$ cat src/common/ucpm_pkg.sv
// Purpose: Shared constants, enums and carriers for the charge port mode
//          controller.
// Assumes: One 25 MHz system clock, synchronous active-low reset.
// Notes:   Analog comparator results arrive as logic levels.
package ucpm_pkg;

	// ==========================================================
	// Clock and timing
	localparam longint unsigned CLK_HZ   = 64'd25_000_000;
	localparam longint unsigned REARM_US = 64'd100;
	// Least time, rounded up to whole cycles
	localparam longint unsigned REARM_CYC =
		(REARM_US * CLK_HZ + 64'd999_999) / 64'd1_000_000;
	localparam int CNT_W = 12;
	localparam logic [CNT_W-1:0] REARM_CNT = CNT_W'(REARM_CYC);
	localparam logic [CNT_W-1:0] CNT_RST   = 12'h000;

	// ==========================================================
	// Register map (byte addresses)
	localparam int ADDR_W = 4;
	localparam logic [ADDR_W-1:0] CTRL_OFS = 4'h0;
	localparam logic [ADDR_W-1:0] STAT_OFS = 4'h4;
	localparam int CTRL_FORCE_OFF_BIT = 0;
	localparam logic CTRL_FORCE_OFF_RST = 1'b0;
	localparam int STAT_MODE_LSB  = 0;
	localparam int STAT_CDP_LSB   = 4;
	localparam int STAT_DCP_LSB   = 8;
	localparam int STAT_OVP_BIT   = 12;
	localparam int STAT_POWER_BIT = 13;
	localparam logic [31:0] RDATA_RST = 32'h0000_0000;

	// ==========================================================
	// Modes and states
	typedef enum logic [2:0] {
		MODE_OFF   = 3'h0,
		MODE_HS    = 3'h1,
		MODE_CDP   = 3'h2,
		MODE_DCP2A = 3'h3,
		MODE_DCP1A = 3'h4
	} ucpm_mode_t;

	typedef enum logic [1:0] {
		CDP_IDLE  = 2'h0,
		CDP_ARMED = 2'h1,
		CDP_DRIVE = 2'h2,
		CDP_WAIT  = 2'h3
	} ucpm_cdp_t;

	typedef enum logic [1:0] {
		DCP_IDLE  = 2'h0,
		DCP_BIAS  = 2'h1,
		DCP_SHORT = 2'h2
	} ucpm_dcp_t;

	// ==========================================================
	// Carriers
	typedef struct packed {
		logic in_good;
		logic mode_select_upper;
		logic mode_select_lower;
		logic ovp_any;
		logic vbus_present;
		logic dp_high;
		logic dm_high;
		logic dp_low;
		logic dm_low;
		logic cdp_cmp_hit;
		logic dm_ok_2a;
		logic dp_ok_2a;
		logic dm_ok_1a;
		logic dp_ok_1a;
	} ucpm_sense_t;

	localparam int SYNC_W = $bits(ucpm_sense_t);

	typedef struct packed {
		logic power_enable;
		logic pass_switch_ctl;
		logic emulation_switch_ctl;
		logic auto_detect_enable;
		logic host_port_detect_enable;
		logic cdp_sw3_ctl;
		logic cdp_sw4_ctl;
		logic cmp_pos_force_zero;
		logic bias_2a_ctl;
		logic bias_1a_ctl;
		logic line_short_switch;
	} ucpm_sw_t;

	localparam ucpm_sw_t SW_RST = '0;

endpackage : ucpm_pkg

$ cat src/rtl/ucpm_sync.sv
// Purpose: Two-flop synchroniser for all sensed inputs.
// Assumes: Inputs may change at any time relative to mclk.
// Notes:   First stage feeds only the second stage.
`timescale 1ns/1ps
`default_nettype none

module ucpm_sync (
	input  wire logic                        mclk,
	input  wire logic                        rst_n,
	input  wire logic [ucpm_pkg::SYNC_W-1:0] d_in,
	output var  logic [ucpm_pkg::SYNC_W-1:0] d_out
);
	import ucpm_pkg::*;

	typedef struct packed {
		logic [SYNC_W-1:0] meta;
		logic [SYNC_W-1:0] stable;
	} ucpm_sync_st_t;

	ucpm_sync_st_t st_ff;
	ucpm_sync_st_t nxt_st;

	// ==========================================================
	// Two stages
	always_comb begin
		nxt_st.meta   = d_in;
		nxt_st.stable = st_ff.meta;
	end

	always_ff @(posedge mclk) begin
		if (!rst_n) begin
			st_ff <= '0;
		end else begin
			st_ff <= nxt_st;
		end
	end

	assign d_out = st_ff.stable;
endmodule : ucpm_sync

`default_nettype wire

$ cat src/rtl/ucpm_ctrl.sv
// Purpose: Mode decode, charging downstream port handshake and dedicated
//          charger auto detection for the protected data lines.
// Assumes: Comparator results and mode pins are logic levels; 25 MHz mclk.
// Notes:   Avalon-MM slave with waitrequest holds control and status.
`timescale 1ns/1ps
`default_nettype none

module ucpm_ctrl (
	input  wire logic                        mclk,
	input  wire logic                        rst_n,
	input  wire ucpm_pkg::ucpm_sense_t       sense_in,
	input  wire logic [ucpm_pkg::ADDR_W-1:0] avs_address,
	input  wire logic                        avs_read,
	input  wire logic                        avs_write,
	input  wire logic [31:0]                 avs_writedata,
	output var  logic [31:0]                 avs_readdata,
	output var  logic                        avs_waitrequest,
	output var  ucpm_pkg::ucpm_sw_t          sw_out
);
	import ucpm_pkg::*;

	typedef struct packed {
		ucpm_mode_t       mode;
		ucpm_cdp_t        cdp;
		logic [CNT_W-1:0] cnt;
		ucpm_dcp_t        dcp;
		logic             gate_off;
		logic             force_off;
		logic             waitreq;
		logic [31:0]      rdata;
		ucpm_sw_t         sw;
	} ucpm_st_t;

	localparam ucpm_st_t ST_RST = '{
		mode:      MODE_OFF,
		cdp:       CDP_IDLE,
		cnt:       CNT_RST,
		dcp:       DCP_IDLE,
		gate_off:  1'b1,
		force_off: CTRL_FORCE_OFF_RST,
		waitreq:   1'b1,
		rdata:     RDATA_RST,
		sw:        SW_RST
	};

	ucpm_st_t    st_ff;
	ucpm_st_t    nxt_st;
	ucpm_sense_t sn;
	logic        lines_low;
	logic        line_high;
	logic        prof_ok;
	logic        is_auto;

	// ==========================================================
	// Functions
	function automatic ucpm_mode_t decode_mode(input logic good,
		input logic upper, input logic lower);
		ucpm_mode_t m;
		m = MODE_OFF;
		if (good) begin
			case ({upper, lower})
				2'b00:   m = MODE_HS;
				2'b01:   m = MODE_CDP;
				2'b10:   m = MODE_DCP2A;
				2'b11:   m = MODE_DCP1A;
				default: m = MODE_OFF;
			endcase
		end
		return m;
	endfunction : decode_mode

	function automatic logic [31:0] status_word(input ucpm_st_t s);
		logic [31:0] w;
		w = 32'h0000_0000;
		w[STAT_MODE_LSB +: 3] = s.mode;
		w[STAT_CDP_LSB +: 2]  = s.cdp;
		w[STAT_DCP_LSB +: 2]  = s.dcp;
		w[STAT_OVP_BIT]       = s.gate_off;
		w[STAT_POWER_BIT]     = s.sw.power_enable;
		return w;
	endfunction : status_word

	// ==========================================================
	// Input synchroniser
	// all sensed inputs
	ucpm_sync u_sync (
		.mclk  (mclk),
		.rst_n (rst_n),
		.d_in  (sense_in),
		.d_out (sn)
	);

	// ==========================================================
	// Next state
	always_comb begin
		nxt_st    = st_ff;
		lines_low = sn.dp_low && sn.dm_low;
		line_high = sn.dp_high || sn.dm_high;
		nxt_st.mode = decode_mode(sn.in_good, sn.mode_select_upper,
			sn.mode_select_lower);
		is_auto = (nxt_st.mode == MODE_DCP2A) ||
			(nxt_st.mode == MODE_DCP1A);
		prof_ok = (nxt_st.mode == MODE_DCP2A) ?
			(sn.dm_ok_2a && sn.dp_ok_2a) : (sn.dm_ok_1a && sn.dp_ok_1a);
		nxt_st.gate_off = sn.ovp_any || st_ff.force_off ||
			(nxt_st.mode == MODE_OFF);

		// Handshake sequencer
		if (nxt_st.mode != MODE_CDP) begin
			nxt_st.cdp = CDP_IDLE;
			nxt_st.cnt = CNT_RST;
		end else begin
			case (st_ff.cdp)
				CDP_IDLE: begin
					// arm only with both lines low
					nxt_st.cdp = lines_low ? CDP_ARMED : CDP_WAIT;
					nxt_st.cnt = CNT_RST;
				end
				CDP_ARMED: begin
					if (line_high) begin
						nxt_st.cdp = CDP_WAIT;
						nxt_st.cnt = CNT_RST;
					end else if (sn.cdp_cmp_hit) begin
						nxt_st.cdp = CDP_DRIVE;
					end
				end
				CDP_DRIVE: begin
					if (line_high) begin
						nxt_st.cdp = CDP_WAIT;
						nxt_st.cnt = CNT_RST;
					end else if (!sn.cdp_cmp_hit) begin
						nxt_st.cdp = CDP_ARMED;
					end
				end
				CDP_WAIT: begin
					if (!lines_low) begin
						nxt_st.cnt = CNT_RST;
					end else if (st_ff.cnt == REARM_CNT) begin
						nxt_st.cdp = CDP_ARMED;
						nxt_st.cnt = CNT_RST;
					end else begin
						nxt_st.cnt = st_ff.cnt + 1'b1;
					end
				end
				default: begin
					nxt_st.cdp = CDP_IDLE;
					nxt_st.cnt = CNT_RST;
				end
			endcase
		end

		// Auto detection
		if (!is_auto) begin
			nxt_st.dcp = DCP_IDLE;
		end else if (nxt_st.mode != st_ff.mode) begin
			nxt_st.dcp = DCP_BIAS;
		end else begin
			case (st_ff.dcp)
				DCP_IDLE: nxt_st.dcp = DCP_BIAS;
				DCP_BIAS: begin
					if (!prof_ok) begin
						nxt_st.dcp = DCP_SHORT;
					end
				end
				DCP_SHORT: begin
					if (!sn.vbus_present) begin
						nxt_st.dcp = DCP_BIAS;
					end
				end
				default: nxt_st.dcp = DCP_IDLE;
			endcase
		end

		// Switch outputs
		nxt_st.sw = SW_RST;
		nxt_st.sw.power_enable = !sn.ovp_any && !st_ff.force_off;
		if (!nxt_st.gate_off) begin
			nxt_st.sw.pass_switch_ctl = (nxt_st.mode == MODE_HS) ||
				(nxt_st.mode == MODE_CDP);
			nxt_st.sw.emulation_switch_ctl    = is_auto;
			nxt_st.sw.auto_detect_enable      = is_auto;
			nxt_st.sw.host_port_detect_enable = (nxt_st.mode == MODE_CDP);
			nxt_st.sw.cdp_sw3_ctl = (nxt_st.cdp == CDP_ARMED) ||
				(nxt_st.cdp == CDP_DRIVE);
			nxt_st.sw.cdp_sw4_ctl        = (nxt_st.cdp == CDP_DRIVE);
			nxt_st.sw.cmp_pos_force_zero = (nxt_st.cdp == CDP_WAIT);
			nxt_st.sw.bias_2a_ctl = (nxt_st.dcp == DCP_BIAS) &&
				(nxt_st.mode == MODE_DCP2A);
			nxt_st.sw.bias_1a_ctl = (nxt_st.dcp == DCP_BIAS) &&
				(nxt_st.mode == MODE_DCP1A);
			nxt_st.sw.line_short_switch = (nxt_st.dcp == DCP_SHORT);
		end

		// Avalon slave: one wait state, then acknowledge
		nxt_st.waitreq = 1'b1;
		if ((avs_read || avs_write) && st_ff.waitreq) begin
			nxt_st.waitreq = 1'b0;
			nxt_st.rdata   = RDATA_RST;
			if (avs_read && avs_address == CTRL_OFS) begin
				nxt_st.rdata[CTRL_FORCE_OFF_BIT] = st_ff.force_off;
			end else if (avs_read && avs_address == STAT_OFS) begin
				nxt_st.rdata = status_word(st_ff);
			end
		end
		if (avs_write && !st_ff.waitreq && avs_address == CTRL_OFS) begin
			nxt_st.force_off = avs_writedata[CTRL_FORCE_OFF_BIT];
		end
	end

	always_ff @(posedge mclk) begin
		if (!rst_n) begin
			st_ff <= ST_RST;
		end else begin
			st_ff <= nxt_st;
		end
	end

	assign sw_out          = st_ff.sw;
	assign avs_readdata    = st_ff.rdata;
	assign avs_waitrequest = st_ff.waitreq;
endmodule : ucpm_ctrl

`default_nettype wire

$ cat config.mk
export PLATFORM = sky130hd
export DESIGN_NAME = ucpm_ctrl
export DESIGN_NICKNAME = d
export VERILOG_FILES = /design/src/common/ucpm_pkg.sv /design/src/rtl/ucpm_sync.sv /design/src/rtl/ucpm_ctrl.sv
export SDC_FILE = /design/constraint.sdc
export NUM_CORES = 1
export LEC_CHECK = 0
export BUFFER_PORTS_ARGS = -buffer_cell sky130_fd_sc_hd__buf_2
export CAP_MARGIN = 20
export CORE_UTILIZATION = 40
export DETAILED_ROUTE_END_ITERATION = 8
export PLACE_DENSITY_LB_ADDON = 0.1
export SYNTH_ARGS = -nofsm -noshare
export SYNTH_HDL_FRONTEND = slang
export SYNTH_SLANG_ARGS = --single-unit
$ cat constraint.sdc
create_clock -name mclk -period 1.9 [get_ports mclk]
set_input_delay 0.38 -clock mclk [delete_from_list [all_inputs] [get_ports mclk]]
set_output_delay 0.38 -clock mclk [all_outputs]
set_load 0.05 [all_outputs]
**Yosys cells after proc, flatten, opt, wreduce, memory -nomap -nowiden**

Index checks and enable logic that the tools add are counted.

- Output and inout bits: 44
- Register bits: 92
- Bits of input ports: 54
- Word-level logic and storage cells: 95

- Equality and inequality tests: 21
- Bitwise logic cells: 1
- Reductions and logical operators: 28
- Mux-type cells: 24
- Add/subtract/negate cells: 1

Operators with widths:

| kind | number |
|---|---|
| one-hot mux 14 bit (4 select lines) | 1 |
| 2-to-1 mux 12 bit | 3 |
| 2-to-1 mux 33 bit | 1 |
| 2-to-1 mux 31 bit | 1 |
| 2-to-1 mux 14 bit | 2 |
| 2-to-1 mux 2 bit | 11 |
| == test 2 bit, second input constant | 8 |
| adder 12 x 1 -> 12 bit, second input constant | 1 |
| == test 12 bit, second input constant | 1 |
| one-hot mux 3 bit (4 select lines) | 1 |
| logical AND 1 bit | 11 |
| == test 2 x 1 -> 1 bit, second input constant | 5 |
| logical OR 1 bit | 7 |
| == test 3 x 2 -> 1 bit, second input constant | 2 |
| logical NOT 2 bit | 3 |
| one-hot mux 2 bit (3 select lines) | 1 |
| == test 4 x 3 -> 1 bit, second input constant | 1 |
| logical NOT 4 bit | 1 |
| OR reduction 2 bit | 2 |
| == test 3 x 1 -> 1 bit, second input constant | 1 |
| == test 3 bit, second input constant | 1 |
| logical NOT 1 bit | 3 |
| logical NOT 3 bit | 1 |
| 2-to-1 mux 3 bit | 1 |
| other kinds (4) | 5 |

**Longest topological paths before layout**

Gate-level depths: netlist of run 1.

- Word-level depth: 11
- Depth in mapped cells: 10
- Depth with buffers taken out: 10

**Modules after synthesis**

From an unflattened synthesis of run 1, not the netlist that was laid out.

- Cells, all modules: 318
- Area total of the unflattened synthesis: 3,006.6 um^2

By module, submodules not included:

| module | cells each | instances | area each (um^2) | seq. area each (um^2) |
|---|---|---|---|---|
| ucpm_ctrl | 260 | 1 | 2,220.9 | 820.8 |
| ucpm_sync | 58 | 1 | 785.8 | 560.5 |

**Least setup slack after synthesis of run 1**

No wires, ideal clock.

- Kind: reg2reg
- From: register u_sync.st_ff, in the netlist u_sync.d_out[11]
- To: register st_ff, in the netlist sw_out[1]
- Arrival: 1.821 ns
- Library setup time: 0.133 ns
- Required time: 1.767 ns
- Setup slack: -0.054 ns
- Stages on the path, launching flop included: 8
- Clock period less this slack: 1.954 ns
- Cell sequence: dfxtp_1 -> inv_1 -> ha_1 -> or3_1 -> a211oi_1 -> a21oi_1 -> a2111oi_2 -> nor3_1

- Longest elaborated chain between the ends: 11
- Elaborated cells between the ends (all ways): 20
- Classes of those cells: eq/ne: 7; mux: 7; reduce/logical: 6

Ends and longest elaborated chain:

| what | RTL line | source |
|---|---|---|
| start: declaration | ucpm_sync.sv:20 | `ucpm_sync_st_t st_ff;` |
| start signal: assignment | ucpm_sync.sv:34 | `st_ff <= nxt_st;` |
| == test 2 bit, or another cell as far along | ucpm_ctrl.sv:61 | `case ({upper, lower})` |
| one-hot mux 3 bit (4 select lines) * | ucpm_ctrl.sv:61 |  |
| 2-to-1 mux 3 bit * | ucpm_ctrl.sv:60 | `if (good) begin` |
| == test 3 x 2 -> 1 bit | ucpm_ctrl.sv:101, ucpm_ctrl.sv:103 |  |
| 2-to-1 mux 1 bit | ucpm_ctrl.sv:103 | `prof_ok = (nxt_st.mode == MODE_DCP2A) ?` |
| 2-to-1 mux 2 bit | ucpm_ctrl.sv:161 | `if (!prof_ok) begin` |
| one-hot mux 2 bit (3 select lines) | ucpm_ctrl.sv:158 | `case (st_ff.dcp)` |
| 2-to-1 mux 2 bit | ucpm_ctrl.sv:155 | `end else if (nxt_st.mode != st_ff.mode) begin` |
| 2-to-1 mux 2 bit | ucpm_ctrl.sv:153 | `if (!is_auto) begin` |
| == test 2 x 1 -> 1 bit | ucpm_ctrl.sv:189 | `nxt_st.sw.bias_1a_ctl = (nxt_st.dcp == DCP_BIAS) &&` |
| logical AND 1 bit | ucpm_ctrl.sv:189 |  |
| end signal: assignment | ucpm_ctrl.sv:214 | `st_ff <= nxt_st;` |
| end: declaration | ucpm_ctrl.sv:46 | `ucpm_st_t st_ff;` |

Mark *: on every way between the ends. The rest lies on a longest branch, timed or not.
A chain may end at the register's enable or synchronous reset.

==> results of run 1 <==
-- cells in the final DEF (no fill, tap or decap), types with 4 or more instances in the layout --
cell type and n:
sky130_fd_sc_hd__nor3b_1 4, sky130_fd_sc_hd__buf_4 33, sky130_fd_sc_hd__buf_2 43, sky130_fd_sc_hd__dfxtp_1 65, sky130_fd_sc_hd__o21ai_1 8, sky130_fd_sc_hd__dfxtp_2 4, sky130_fd_sc_hd__and2_1 29, sky130_fd_sc_hd__nand3_1 9
sky130_fd_sc_hd__conb_1 23, sky130_fd_sc_hd__nor2_1 20, sky130_fd_sc_hd__clkbuf_8 9, sky130_fd_sc_hd__inv_1 6, sky130_fd_sc_hd__nand2_1 10, sky130_fd_sc_hd__nand3b_1 4, sky130_fd_sc_hd__and3_1 5, sky130_fd_sc_hd__nor2b_1 11
sky130_fd_sc_hd__a21oi_1 13, sky130_fd_sc_hd__a22oi_1 9
-- power by group through the flow --
stage	clock (mW)	sequential (mW)	combinational (mW)
floorplan	0	1.53	0.213
global placement	0	1.53	0.233
detailed placement	0	1.53	0.234
CTS	1.18	1.49	0.237
global route	1.25	1.50	0.267
finish	1.13	1.49	0.246
-- stage by stage --
step	TNS (ns)	std cells	setup WS (ns)	hold WS, ns	instance area (µm²)
after floorplan	0	335	0.000275	0.390	3070
after global placement	-0.197	459	-0.0933	0.418	3290
after detailed placement	-0.384	459	-0.109	0.418	3290
after CTS	-0.0693	475	-0.0627	0.232	3530
after global routing	-1.49	479	-0.149	0.237	3620
final	-0.0571	479	-0.0496	0.255	3620
-- state kept, by name, indices dropped and copies added (netlist names) --
register,flops
avs_waitrequest,1
u_sync.d_out,14
st_ff,21
sw_out,10
avs_readdata,9
u_sync.nxt_st,14
-- per-layer routing --
metal	global-route usage (%)	wire (µm)
met3	3.39	279
met2	22.4	2330
met4	7.92	58
met5	0	0
met1	19.7	2670
-- layout make-up --
type | instances | area [µm²] | area share [%]
Sequential cell | 69 | 1390 | 38.3
Multi-Input combinational cell | 207 | 1390 | 38.3
Tap cell | 99 | 124 | 3.42
Inverter | 9 | 33.8 | 0.934
Timing Repair Buffer | 79 | 497 | 13.7
Clock buffer | 10 | 128 | 3.53
Clock inverter | 6 | 63.8 | 1.76
-- critical path, stage by stage, from the launching register on --
cell and delay, ns:
sky130_fd_sc_hd__dfxtp_2 0.32, sky130_fd_sc_hd__inv_2 0.06, sky130_fd_sc_hd__ha_4 0.11, sky130_fd_sc_hd__or4bb_4 0.47, sky130_fd_sc_hd__nor2_4 0.13, sky130_fd_sc_hd__nand4_1 0.12, sky130_fd_sc_hd__a21oi_2 0.22, sky130_fd_sc_hd__nor3_4 0.06
sky130_fd_sc_hd__ha_2 0.31, sky130_fd_sc_hd__nor2_1 0.03
-- kinds of logic after synthesis --
family,synth area share [%]
muxes,1.01
other,0.126
xor gates and xnor gates,1.18
AOI/OAI and AO/OA,11.4
buffers and inverters,13.2
DFF,46.5
adders and majority gates,2.95
and+or+nand+nor,23.6
-- repair_timing --
item | in CTS | in global routing
setup buffers | 0 | 3
pin swaps | 4 | 16
resized for setup | 8 | 24
setup endpoints to repair | 16 | 19
gates cloned | 0 | 1
-- cell usage after synthesis, types with 2 or more instances --
master                     count
sky130_fd_sc_hd__a21oi_1      15
sky130_fd_sc_hd__xnor2_1       3
sky130_fd_sc_hd__or2_2         3
sky130_fd_sc_hd__or3_2         3
sky130_fd_sc_hd__nor4_2        2
sky130_fd_sc_hd__a31oi_1       3
sky130_fd_sc_hd__o21ai_1       4
sky130_fd_sc_hd__nor3b_1       4
sky130_fd_sc_hd__a211oi_1      3
sky130_fd_sc_hd__buf_4        43
sky130_fd_sc_hd__and2_1       29
sky130_fd_sc_hd__nor2b_1      11
sky130_fd_sc_hd__or3_1         3
sky130_fd_sc_hd__ha_1          7
sky130_fd_sc_hd__clkbuf_1      5
sky130_fd_sc_hd__mux2i_1       3
sky130_fd_sc_hd__inv_1         9
sky130_fd_sc_hd__nor2_1       21
sky130_fd_sc_hd__nor3_1        6
sky130_fd_sc_hd__nand3b_1      4
sky130_fd_sc_hd__dfxtp_1      69
sky130_fd_sc_hd__nand2_1      10
sky130_fd_sc_hd__and3_1        5
sky130_fd_sc_hd__a22oi_1       9
sky130_fd_sc_hd__o21ai_0       7
sky130_fd_sc_hd__nand3_1       9
-- worst min-delay path by stage --
| stage | from | endpoint | slack [ns] | cells after the start |
|---|---|---|---|---|
| after floorplan | u_sync.d_out[10] | sw_out[10] | 0.39 | 1 |
| after global placement | u_sync.nxt_st[3] | u_sync.d_out[3] | 0.42 | 1 |
| after detailed placement | u_sync.nxt_st[4] | u_sync.d_out[4] | 0.42 | 1 |
| after CTS | sense_in[9] | u_sync.nxt_st[9] | 0.23 | 2 |
| after global routing | sense_in[12] | u_sync.nxt_st[12] | 0.24 | 2 |
| final | sense_in[9] | u_sync.nxt_st[9] | 0.25 | 2 |
==> results, run 1 <==
- Setup violations remaining at the end of the flow were counted as 3.
- The launch point of the critical path is st_ff[49].
- The power per cell area is 792 nW/µm².
- In this run, synthesis inferred 0 flip-flops with an integrated enable.
- The area growth from synthesis to layout is 21.9%.
- After clock tree synthesis, the clock-pin slew on the worst setup and hold paths is 0.07 ns.
- The global-route usage over all layers is 14.8%.
- The flow ran to the end, but the final reports show violations.
- The internal power of the cells totals 2.16 mW.
- For this run, asynchronously set or reset flops after synthesis account for 0%.
- The startpoint of the lowest-slack register-to-register path is st_ff[49].
- The achievable clock frequency is 513 MHz.
- The power share of the sequential group is 52.1%.
- The die covers 7770 µm².
- In the post-synthesis netlist, the biggest area contributors are sky130_fd_sc_hd__dfxtp_1, sky130_fd_sc_hd__buf_4, sky130_fd_sc_hd__and2_1, sky130_fd_sc_hd__ha_1, sky130_fd_sc_hd__nor2_1.
- The Yosys step of the flow raised 0 warnings.
- The net switching share of the total power is 24.8%.
- The critical path in this run is classified as reg -> reg.
- The switching component of the power is 0.711 mW.
- The combinational cell fraction of total power is 8.6%.
- The part of the Yosys area used for sequential elements is 46.5%.
- The I/O pin total is 98.
- Summing every instance area after synthesis gives 2970 µm².
- Summing over every cut layer, the via total after detailed routing is 2180.
- The first global-routing pass estimated 8720 µm of wire.
- The number of rows created at floorplan is 31.
- Entering global routing, the biggest net connects 45 pins.
- Summed over all nets, the half-perimeter wirelength after detailed placement is 3840 µm.
- The total detailed-routing wirelength is 5340 µm.
- The die is 88.2 µm wide.
- The most instantiated flip-flop cell in the synthesis netlist is sky130_fd_sc_hd__dfxtp_1.
- The kind of start point of the critical path is a flop.
- Data on the critical path is required at its endpoint by 2.13 ns.
- The maximum buffer depth of the clock tree is 2.
- The number of global-route vias before repair came to 1860.
- The total power is 2.87 mW.
- Across the run, the number of max-cap violations was 0.
- The TritonCTS sink count is 69.
- For this run, design rule violations remaining after detail routing come to 0.
- The core area is 7210 µm².
- Setup repair after global routing could not meet its margin everywhere.
- The part of the total power dissipated in the clock network is 39.3%.
- Counting flops and latches in the post-synthesis netlist gives 69.
- The share of synthesized area in the top cell type comes to 46.5%.
- The tree is rooted in a sky130_fd_sc_hd__clkbuf_8.
- The capturing instance or port of the critical path is sw_out[5].
- The length in cells of the worst reg-to-reg path is 9.
- Dividing the detail-routed wire length by the instance count gives 11.2 µm.
- The worst clock skew is 0.00498 ns.
- The min-delay analysis places its worst path in the category in -> reg.
- The count of buffers added on input and output ports is 43.
- The hold violation count in the final report is 0.
- The register-to-register path setup slack is -0.05 ns.
- For this configuration, the core starts out at a cell density of 41.2%.
- After layout, the minimum clock period comes to 1.95 ns.
- The post-route core utilization is 50.2%.
- Synthesis produced a netlist whose cell count is 313.
- In this run, post-CTS hold repair placed 0 buffers.
- The iteration count of the initial detailed-routing pass is 5.
- The number of buffers added by the clock tree synthesis step is 9.
- The worst register-to-register path ends at sw_out[5].
- The least setup slack across all paths after layout is -0.0496 ns.
- Summed over all layers, the global routing overflow is 0.
- sky130_fd_sc_hd__dfxtp_1 takes more of the synthesized area than any other cell.
- In the final design database the tool counted 436 nets.
- Each instance of the synthesized netlist takes up on average 9.49 µm².
- The count of different cell masters after synthesis is 49.
- The count of fill cells added during filler insertion is 724.
- TritonCTS built the clock tree.
- The checks that failed: setup timing.
- The detail route stage leaves a number of antenna-violating nets equal to 0.
- The clock tree synthesis step divided the H-tree into 3 levels.
- The ratio of final minimum period to clock period is 103%.
- STA classifies the critical path endpoint as a flop.
- Data arrives at the worst endpoint at 2.18 ns.
- The weighted congestion at the end of routability-driven global placement is 0.770.
- The initial antenna violation count is 0.
- Of the cells placed in the final design, the portion with a size suffix greater than 1 is 33.9%.
- At the later pin of the worst-skew pair, clock insertion delay measures 0.33 ns.
- The worst-case vdd ir drop is 0.000357 V.
- Of all nets on the critical path, the largest fanout is 2.
- The count of inserted antenna diode cells is 0.
- The detailed-route vias per instance is 4.55.
- The number of slew-limit violations in the final report is 0.
- Summed over all cells, the static leakage comes to 1.51 nW.
- The height of the die is 88.2 µm.
- The detailed router finished its first iteration with 116 violations.
Power figures use the tool's default switching activity.
==> inputs of run 2 (changes only) <==
- ABC_AREA: default -> 1
- HOLD_SLACK_MARGIN: default -> 0.02
- clock period: 1.9 -> 2.4 ns (I/O delays scaled with it)
==> run 2 against run 1 <==
Against the previous run:
- synthesized cell count increased by 40%
- die area up 7.6%
- critical endpoint unchanged
- via count rose by 9.4%
- synthesized area rose by 7.8%
- the flow now finishes without violations
- critical path depth rose by 2
- power fell by 26%
- clock power down 32%
- final area decreased by 4.7%
- core utilization shrank 5.5 points
==> results, run 2 <==
- Headroom to the max-slew limit came out at 61.5%.
- In this run the tool buffered the top-level ports with 43 buffer cells.
- The commonest non-fill, non-tap cell in the layout is sky130_fd_sc_hd__nand2_1.
- The power per cell area is 618 nW/µm².
- The hold violation count in the final report is 0.
- The total detailed-routing wirelength is 5210 µm.
- The I/O pin total is 98.
- The die footprint is 8360 µm².
- Setup violations remaining at the end of the flow were counted as 0.
- Traced cell by cell, the critical path runs through inv_1 -> ha_1 -> nand2_2 -> nand2_2 -> inv_4 -> nand3_2 -> nor2_1 -> o21ai_0 -> nor2_1 -> ha_1 -> nor2_1.
- Ranked by flip-flop count, first place goes to st_ff.
- In the final routed layout, each cell accounts on average for 9.12 µm.
- The most instantiated flip-flop cell in the synthesis netlist is sky130_fd_sc_hd__dfxtp_1.
- Based on the critical path, the design can be clocked at up to 571 MHz.
- The shortest period the worst path allows is 1.75 ns.
- The maximum number of pins on one net before global-route repair is 19.
- In this run the worst path has a maximum fanout of 7.
- The dominant cell by count in the synthesized netlist is sky130_fd_sc_hd__nand2_1.
- The kind of start point of the critical path is a flop.
- The ratio of final minimum period to clock period is 72.9%.
- The run finished with clean final reports.
- The max-cap violation count is 0.
- The post-synthesis area per instance is 7.32 µm².
- After routing the design area is 3450 µm².
- In the post-synthesis netlist, the biggest area contributors are sky130_fd_sc_hd__dfxtp_1, sky130_fd_sc_hd__nand2_1, sky130_fd_sc_hd__buf_4, sky130_fd_sc_hd__inv_1, sky130_fd_sc_hd__nor2_1.
- The wire length of the first global-routing pass is 9270 µm.
- Summed over all instances, the cell type with the most area after synthesis is sky130_fd_sc_hd__dfxtp_1.
- Setup repair after global routing left no endpoint under its margin.
- The root cell of the clock tree is sky130_fd_sc_hd__clkbuf_8.
- In this run the cell area measured after placement is 3290 µm².
- The number of global-route vias before repair is 2180.
- The die is 91.5 µm tall.
- The routed layout has 2384 vias.
- The weighted congestion at the end of routability-driven global placement is 0.837.
- The count of cells in the finished layout, fillers not included, comes to 572.
- The Yosys step of the flow raised 0 warnings.
- For this design the static power due to leakage is 1.76 nW.
- The top cell type by area accounts for 43.2% of the synthesized area.
- The slew at the pin closest to its max-slew limit is 0.574 ns.
- Hold repair after CTS inserted 0 buffers.
- The number of buffers added by the clock tree synthesis step is 9.
- The number of buffers added for setup after CTS is 0.
- Counting the fill cells in the layout gives 826.
- The number of rows created at floorplan is 32.
- The total area inside the core boundary comes to 7730 µm².
- The initial utilization of the core area, before any placement, comes to 41.4%.
- Clock latency on the worst-skew pair, taken at its later pin, is 0.34 ns.
- Synthesis produced a netlist whose cell count is 437.
- The critical path is of the reg -> reg type.
- The count of different cell masters after synthesis is 33.
- Counting along the longest clock path gives a buffer depth of 2.
- Across the VDD grid, the largest voltage drop is 0.000376 V.
- The number of gates resized after cts is 0.
- In the layout the commonest cells are sky130_fd_sc_hd__nand2_1, sky130_fd_sc_hd__inv_1, sky130_fd_sc_hd__dfxtp_1.
- Counting every sink on the clock net gives 69.
- The commonest cells after synthesis are sky130_fd_sc_hd__nand2_1, sky130_fd_sc_hd__inv_1, sky130_fd_sc_hd__dfxtp_1.
- The hold slack is 0.318 ns.
- Before antenna repair, the detailed router went through 6 iterations.
- The least setup slack across all paths after layout is 0.650 ns.
- CTS built an H-tree with a depth of 3.
- The number of slew-limit violations in the final report is 0.
- Relative to the synthesized area, the layout overhead comes to 7.78%.
- The cell area after synthesis is 3200 µm².
- The number of placed instances, taps included, is 557.
- Once detail routing completed, the nets flagged for antenna violations numbered 0.
- The detailed router finished its first iteration with 89 violations.
- The number of buffers and inverters on the critical path is 2.
- Measured along the x axis, the die boundary spans 91.5 µm.
- In the final design database the tool counted 527 nets.
- The arrival time reported for the critical path endpoint is 2.03 ns.
- For the worst setup path, the data required time is 2.68 ns.
- The synthesized design contains 0 enable-type register cells.
- The slowest stage of the critical path is the sky130_fd_sc_hd__dfxtp_1 cell.
- The most used cell along the critical path is sky130_fd_sc_hd__nor2_1.
- The worst hold-check path type is in -> reg.
- The kind of end point of the critical path is a flop.
- The largest single stage delay on the critical path is 0.33 ns.
- The kind of cell adding the most delay to the critical path is simple AND/OR/NAND/NOR gates.
- The initial antenna violation count was 0.
- In the synthesized netlist the async set-or-reset flop fraction comes to 0%.
- For this run, design rule violations remaining after detail routing come to 0.
- The number of flip-flops in the largest register is 21.
- The sum of overflow across all layers after global routing is 0.
- The summed negative setup slack over all endpoints is 0 ns.
- The post-CTS clock slew at the launch and capture registers of the worst setup and hold paths is 0.07 ns.
- The number of storage elements in the synthesis netlist is 69.
- After synthesis, flip-flops and latches occupy 43.2% of the total area.
- The count of inserted antenna diode cells is 0.
- The clock tree from TritonCTS is yes.
- Between clock sinks in the finished design, the worst skew comes to 0.00784 ns.
- The detailed-route vias per instance is 4.17.
- The fraction of layout instances using a drive strength above 1 is 17.9%.
- Before CTS, the worst setup slack after placement is 0.635 ns.
- Across every metal layer, demand over resource in global routing totals 14.0%.
- The placed wire-length estimate after detailed placement is 3990 µm.
-- run 2: cell count changes after synthesis, sizes merged, moves of 5 or more --
cell   change
inv       +66
nand2    +116
nand3     +17
nor2      +23
and2      -29
or3        -6
nor2b     -11
a22oi      -9
and3       -5
-- run 2: final cells by class --
cell class | count | area [µm²] | area share [%]
flip-flops and latches | 69 | 1380 | 40.0
clock buffers | 10 | 128 | 3.70
clock inverters | 5 | 28.8 | 0.834
well taps | 102 | 128 | 3.70
multi-input cells | 264 | 1260 | 36.5
repair buffers | 45 | 230 | 6.67
inverters | 77 | 297 | 8.60
-- run 2: worst min-delay path, delay by kind of cell --
family | cells | cell delay (ns)
buffers and inverters | 2 | 0.11
and+or+nand+nor | 1 | 0.04
-- run 2: path summary, 6_finish.rpt --
check | startpoint | endpoint | slack, ns | cells after the start
max | u_sync.d_out[11] | sw_out[5] | 0.65 | 11
min | sense_in[8] | u_sync.nxt_st[8] | 0.32 | 3
max reg2reg | u_sync.d_out[11] | sw_out[5] | 0.65 | 11
min reg2reg | u_sync.nxt_st[2] | u_sync.d_out[2] | 0.41 | 2
-- run 2: cell families after synthesis --
group	share of synthesized area (%)
AOI/OAI and AO/OA	6.18
adders and majority gates	2.74
buffers and inverters	20.1
DFF	43.2
other	0.117
and+or+nand+nor	27.7
-- run 2: where the power goes --
group	switching (mW)	internal, mW
Clock	0.404	0.363
Combinational	0.147	0.0355
Sequential	0.0101	1.17
-- run 2: per-layer routing --
metal	GRT usage, %	vias up	routed length, µm
li1	-	1307	-
met1	17.0	1014	2600
met2	22.7	54	2280
met3	4.27	9	214
met4	6.35	0	112
met5	0	-	0
-- run 2: per-stage QoR --
step	power, mW	util [%]
2_1_floorplan	1.39	-
3_3_place_gp	1.39	42.6
3_5_place_dp	1.39	42.6
4_1_cts	2.17	44.6
5_1_grt	2.23	44.6
6_report	2.13	44.6
==> inputs of run 3 (changes only) <==
- clock period: 2.4 -> 1.7 ns (I/O delays scaled with it)
==> run 3 against run 2 <==
Against the previous run:
- clock-buffer cell count is 2 higher
- first-iteration DRC count up 17%
- routed wire length increased by 5.5%
- critical path depth grew 1
- clock skew rose by 0.0013 ns
- sequential cell count unchanged
- critical path type unchanged
- non-clock buffer count is 14 higher
- die area unchanged
- largest cell class unchanged
- register-to-register slack worse by 0.52 ns
- fmax rose by 11%
- global-route usage up 0.85 points
- power is 52% higher
==> results, run 3 (same netlist as run 2, synthesis figures left out) <==
- The arrival time reported for the critical path endpoint is 1.79 ns.
- Routability-driven placement finished with a final weighted congestion of 0.843.
- The maximum number of pins on one net before global-route repair is 19.
- Grouping stages by cell kind, the critical path spends the most delay in simple AND/OR/NAND/NOR gates.
- The tightest min-delay check is of the in -> reg type.
- Global routing consumed, on the met1 layer, 18.0% of the routing resources.
- Clock latency on the worst-skew pair, taken at its later pin, is 0.34 ns.
- The number of global-route vias before repair was 2306.
- The detailed-route vias per instance is 4.20.
- The clock drives 69 sinks.
- The worst setup path is captured at a flop.
- 0 antenna diodes ended up in the layout.
- Measured along the x axis, the die boundary spans 91.5 µm.
- Clock skew on the completed layout was measured at 0.00910 ns.
- More flip-flops sit in one register than any other, and that register is st_ff.
- The tool flagged a number of max-cap violations equal to 0.
- The cell total after placement is 567.
- The signal on the critical path passes through inv_1 -> ha_4 -> nand2_4 -> buf_4 -> nand2_1 -> nand2_1 -> inv_1 -> nand2_1 -> nor2_2 -> nand2_1 -> nand2_2 -> nor2_1.
- For this design the top-level I/O count stands at 98.
- Across the VDD grid, the largest voltage drop is 0.000444 V.
- Prior to clock tree synthesis, the placed netlist has a worst setup slack of -0.00882 ns.
- The final layout contains 541 nets.
- For the finished layout, the period the worst path requires is 1.57 ns.
- Of all nets on the critical path, the largest fanout is 5.
- The number of buffers and inverters on the critical path is 3.
- The maximum buffer depth of the clock tree is 2.
- The root cell of the clock tree is sky130_fd_sc_hd__clkbuf_8.
- Leaving out fill and tap cells, the most frequent cells in the layout are sky130_fd_sc_hd__nand2_1, sky130_fd_sc_hd__inv_1, sky130_fd_sc_hd__dfxtp_1.
- The global-route usage over all layers is 14.9%.
- The register with the most flip-flops in the layout has 21 of them.
- In this run the most used layer during global routing was met2.
- Power spread over the standard cell area amounts to 893 nW/µm².
- The fraction of met2 tracks used by global routing is 24.0%.
- The initial antenna violation count was 0.
- The port buffer count is 43.
- The effective utilization at floorplan is 41.4%.
- The height of the die is 91.5 µm.
- The violation count after the first detailed-routing iteration is 104.
- In the final layout, the share of cells above drive strength 1 is 22.7%.
- The deepest level of the CTS H-tree is 3.
- TritonCTS built the clock tree.
- The number of endpoints failing setup at the final stage is 0.
- The critical path start-end classification is reg -> reg.
- The placed wire-length estimate after detailed placement is 4150 µm.
- The total detailed-routing wirelength is 5500 µm.
- The number of hold buffers added after CTS was 0.
- The number of vias in the routed layout is 2468.
- The count of cells in the finished layout, fillers not included, comes to 587.
- The wire length per cell is 9.37 µm.
- The largest single stage delay on the critical path is 0.34 ns.
- The hold violation count in the final report is 0.
- The required time of the critical path is 1.92 ns.
- The number of slew-limit violations in the final report is 0.
- Row generation in the floorplan step produced 32 rows.
- Among the stages of the critical path, the cell type that occurs most often is sky130_fd_sc_hd__nand2_1.
- The wire length of the first global-routing pass is 9810 µm.
- Summed over all layers, the global routing overflow is 0.
- The flow ran to the end, and the final reports show no timing, DRC or antenna violations.
- The least setup slack across all paths after layout is 0.128 ns.
- After floorplanning, the core was sized to cover 7730 µm².
- The slowest cell on the critical path is sky130_fd_sc_hd__dfxtp_2.
- For this design the static power due to leakage is 1.85 nW.
- The worst setup path is launched from a flop.
- The number of buffers added by the clock tree synthesis step is 9.
- The achievable clock frequency is 636 MHz.
- The area growth from synthesis to layout is 13.5%.
- The DRC violation count after routing is 0.
- The post-CTS clock slew at the launch and capture registers of the worst setup and hold paths is 0.07 ns.
- The ratio of final minimum period to clock period is 92.5%.
- The met3 demand-to-capacity share in global routing is 4.10%.
- At the end of the flow the core is filled with cells to 47.0%.
- The library cell used most frequently in the layout, excluding fill and tap cells, is sky130_fd_sc_hd__nand2_1.
- The residual antenna-violating net count after detailed routing is 0.
- The die footprint is 8360 µm².
- For this run, the detailed router's first-pass iteration total came to 4.
[run 3: power breakdown]
group	total, mW	leakage, nW	internal (mW)	switching (mW)
registers	1.67	0.564	1.65	0.0148
clock network	1.30	0.0964	0.714	0.587
logic	0.274	1.19	0.0617	0.212
[run 3: stage by stage]
| step | TNS (ns) | instance area (µm²) | hold slack [ns] | power (mW) |
|---|---|---|---|---|
| 3_3_place_gp | 0 | 3370 | 0.398 | 1.98 |
| 6_report | 0 | 3630 | 0.184 | 3.24 |
| 5_1_grt | -0.0214 | 3630 | 0.170 | 3.41 |
| 4_1_cts | 0 | 3560 | 0.163 | 3.29 |
| 2_1_floorplan | 0 | 3280 | 0.390 | 1.96 |
| 3_5_place_dp | -0.00882 | 3370 | 0.396 | 1.98 |
[run 3: layer usage]
metal  vias to the layer above  part of all wire, %
met4                         0                  1.5
li1                       1334                    -
met3                         5                  4.7
met2                        56                   45
met1                      1073                   49
met5                         -                    0
[run 3: path summary, 6_finish.rpt]
path                            slack [ns]              start          endpoint  cells after the start
worst max-delay path                  0.13   u_sync.d_out[12]         st_ff[46]                     12
worst min-delay path                  0.18        sense_in[5]  u_sync.nxt_st[5]                      3
worst max register to register        0.13   u_sync.d_out[12]         st_ff[46]                     12
worst min register to register        0.41  u_sync.nxt_st[11]  u_sync.d_out[11]                      2
[run 3: area by class of cell]
cell class / count / area, µm²
timing repair buffer: 59 / 335
inverter: 77 / 297
fill: 824 / 4100
clock inverter: 4 / 47.5
tap: 102 / 128
multi-input combinational: 264 / 1300
clock buffer: 12 / 145
sequential: 69 / 1380
[run 3: worst min-delay path: stages]
cell and delay, ns:
sky130_fd_sc_hd__buf_2 0.07, sky130_fd_sc_hd__nand2_1 0.04, sky130_fd_sc_hd__inv_1 0.04
[run 3: what timing repair did]
item	in CTS	in global routing
setup buffers	0	4
pin swaps	1	4
resized for setup	2	12
endpoints found under the setup margin	1	17
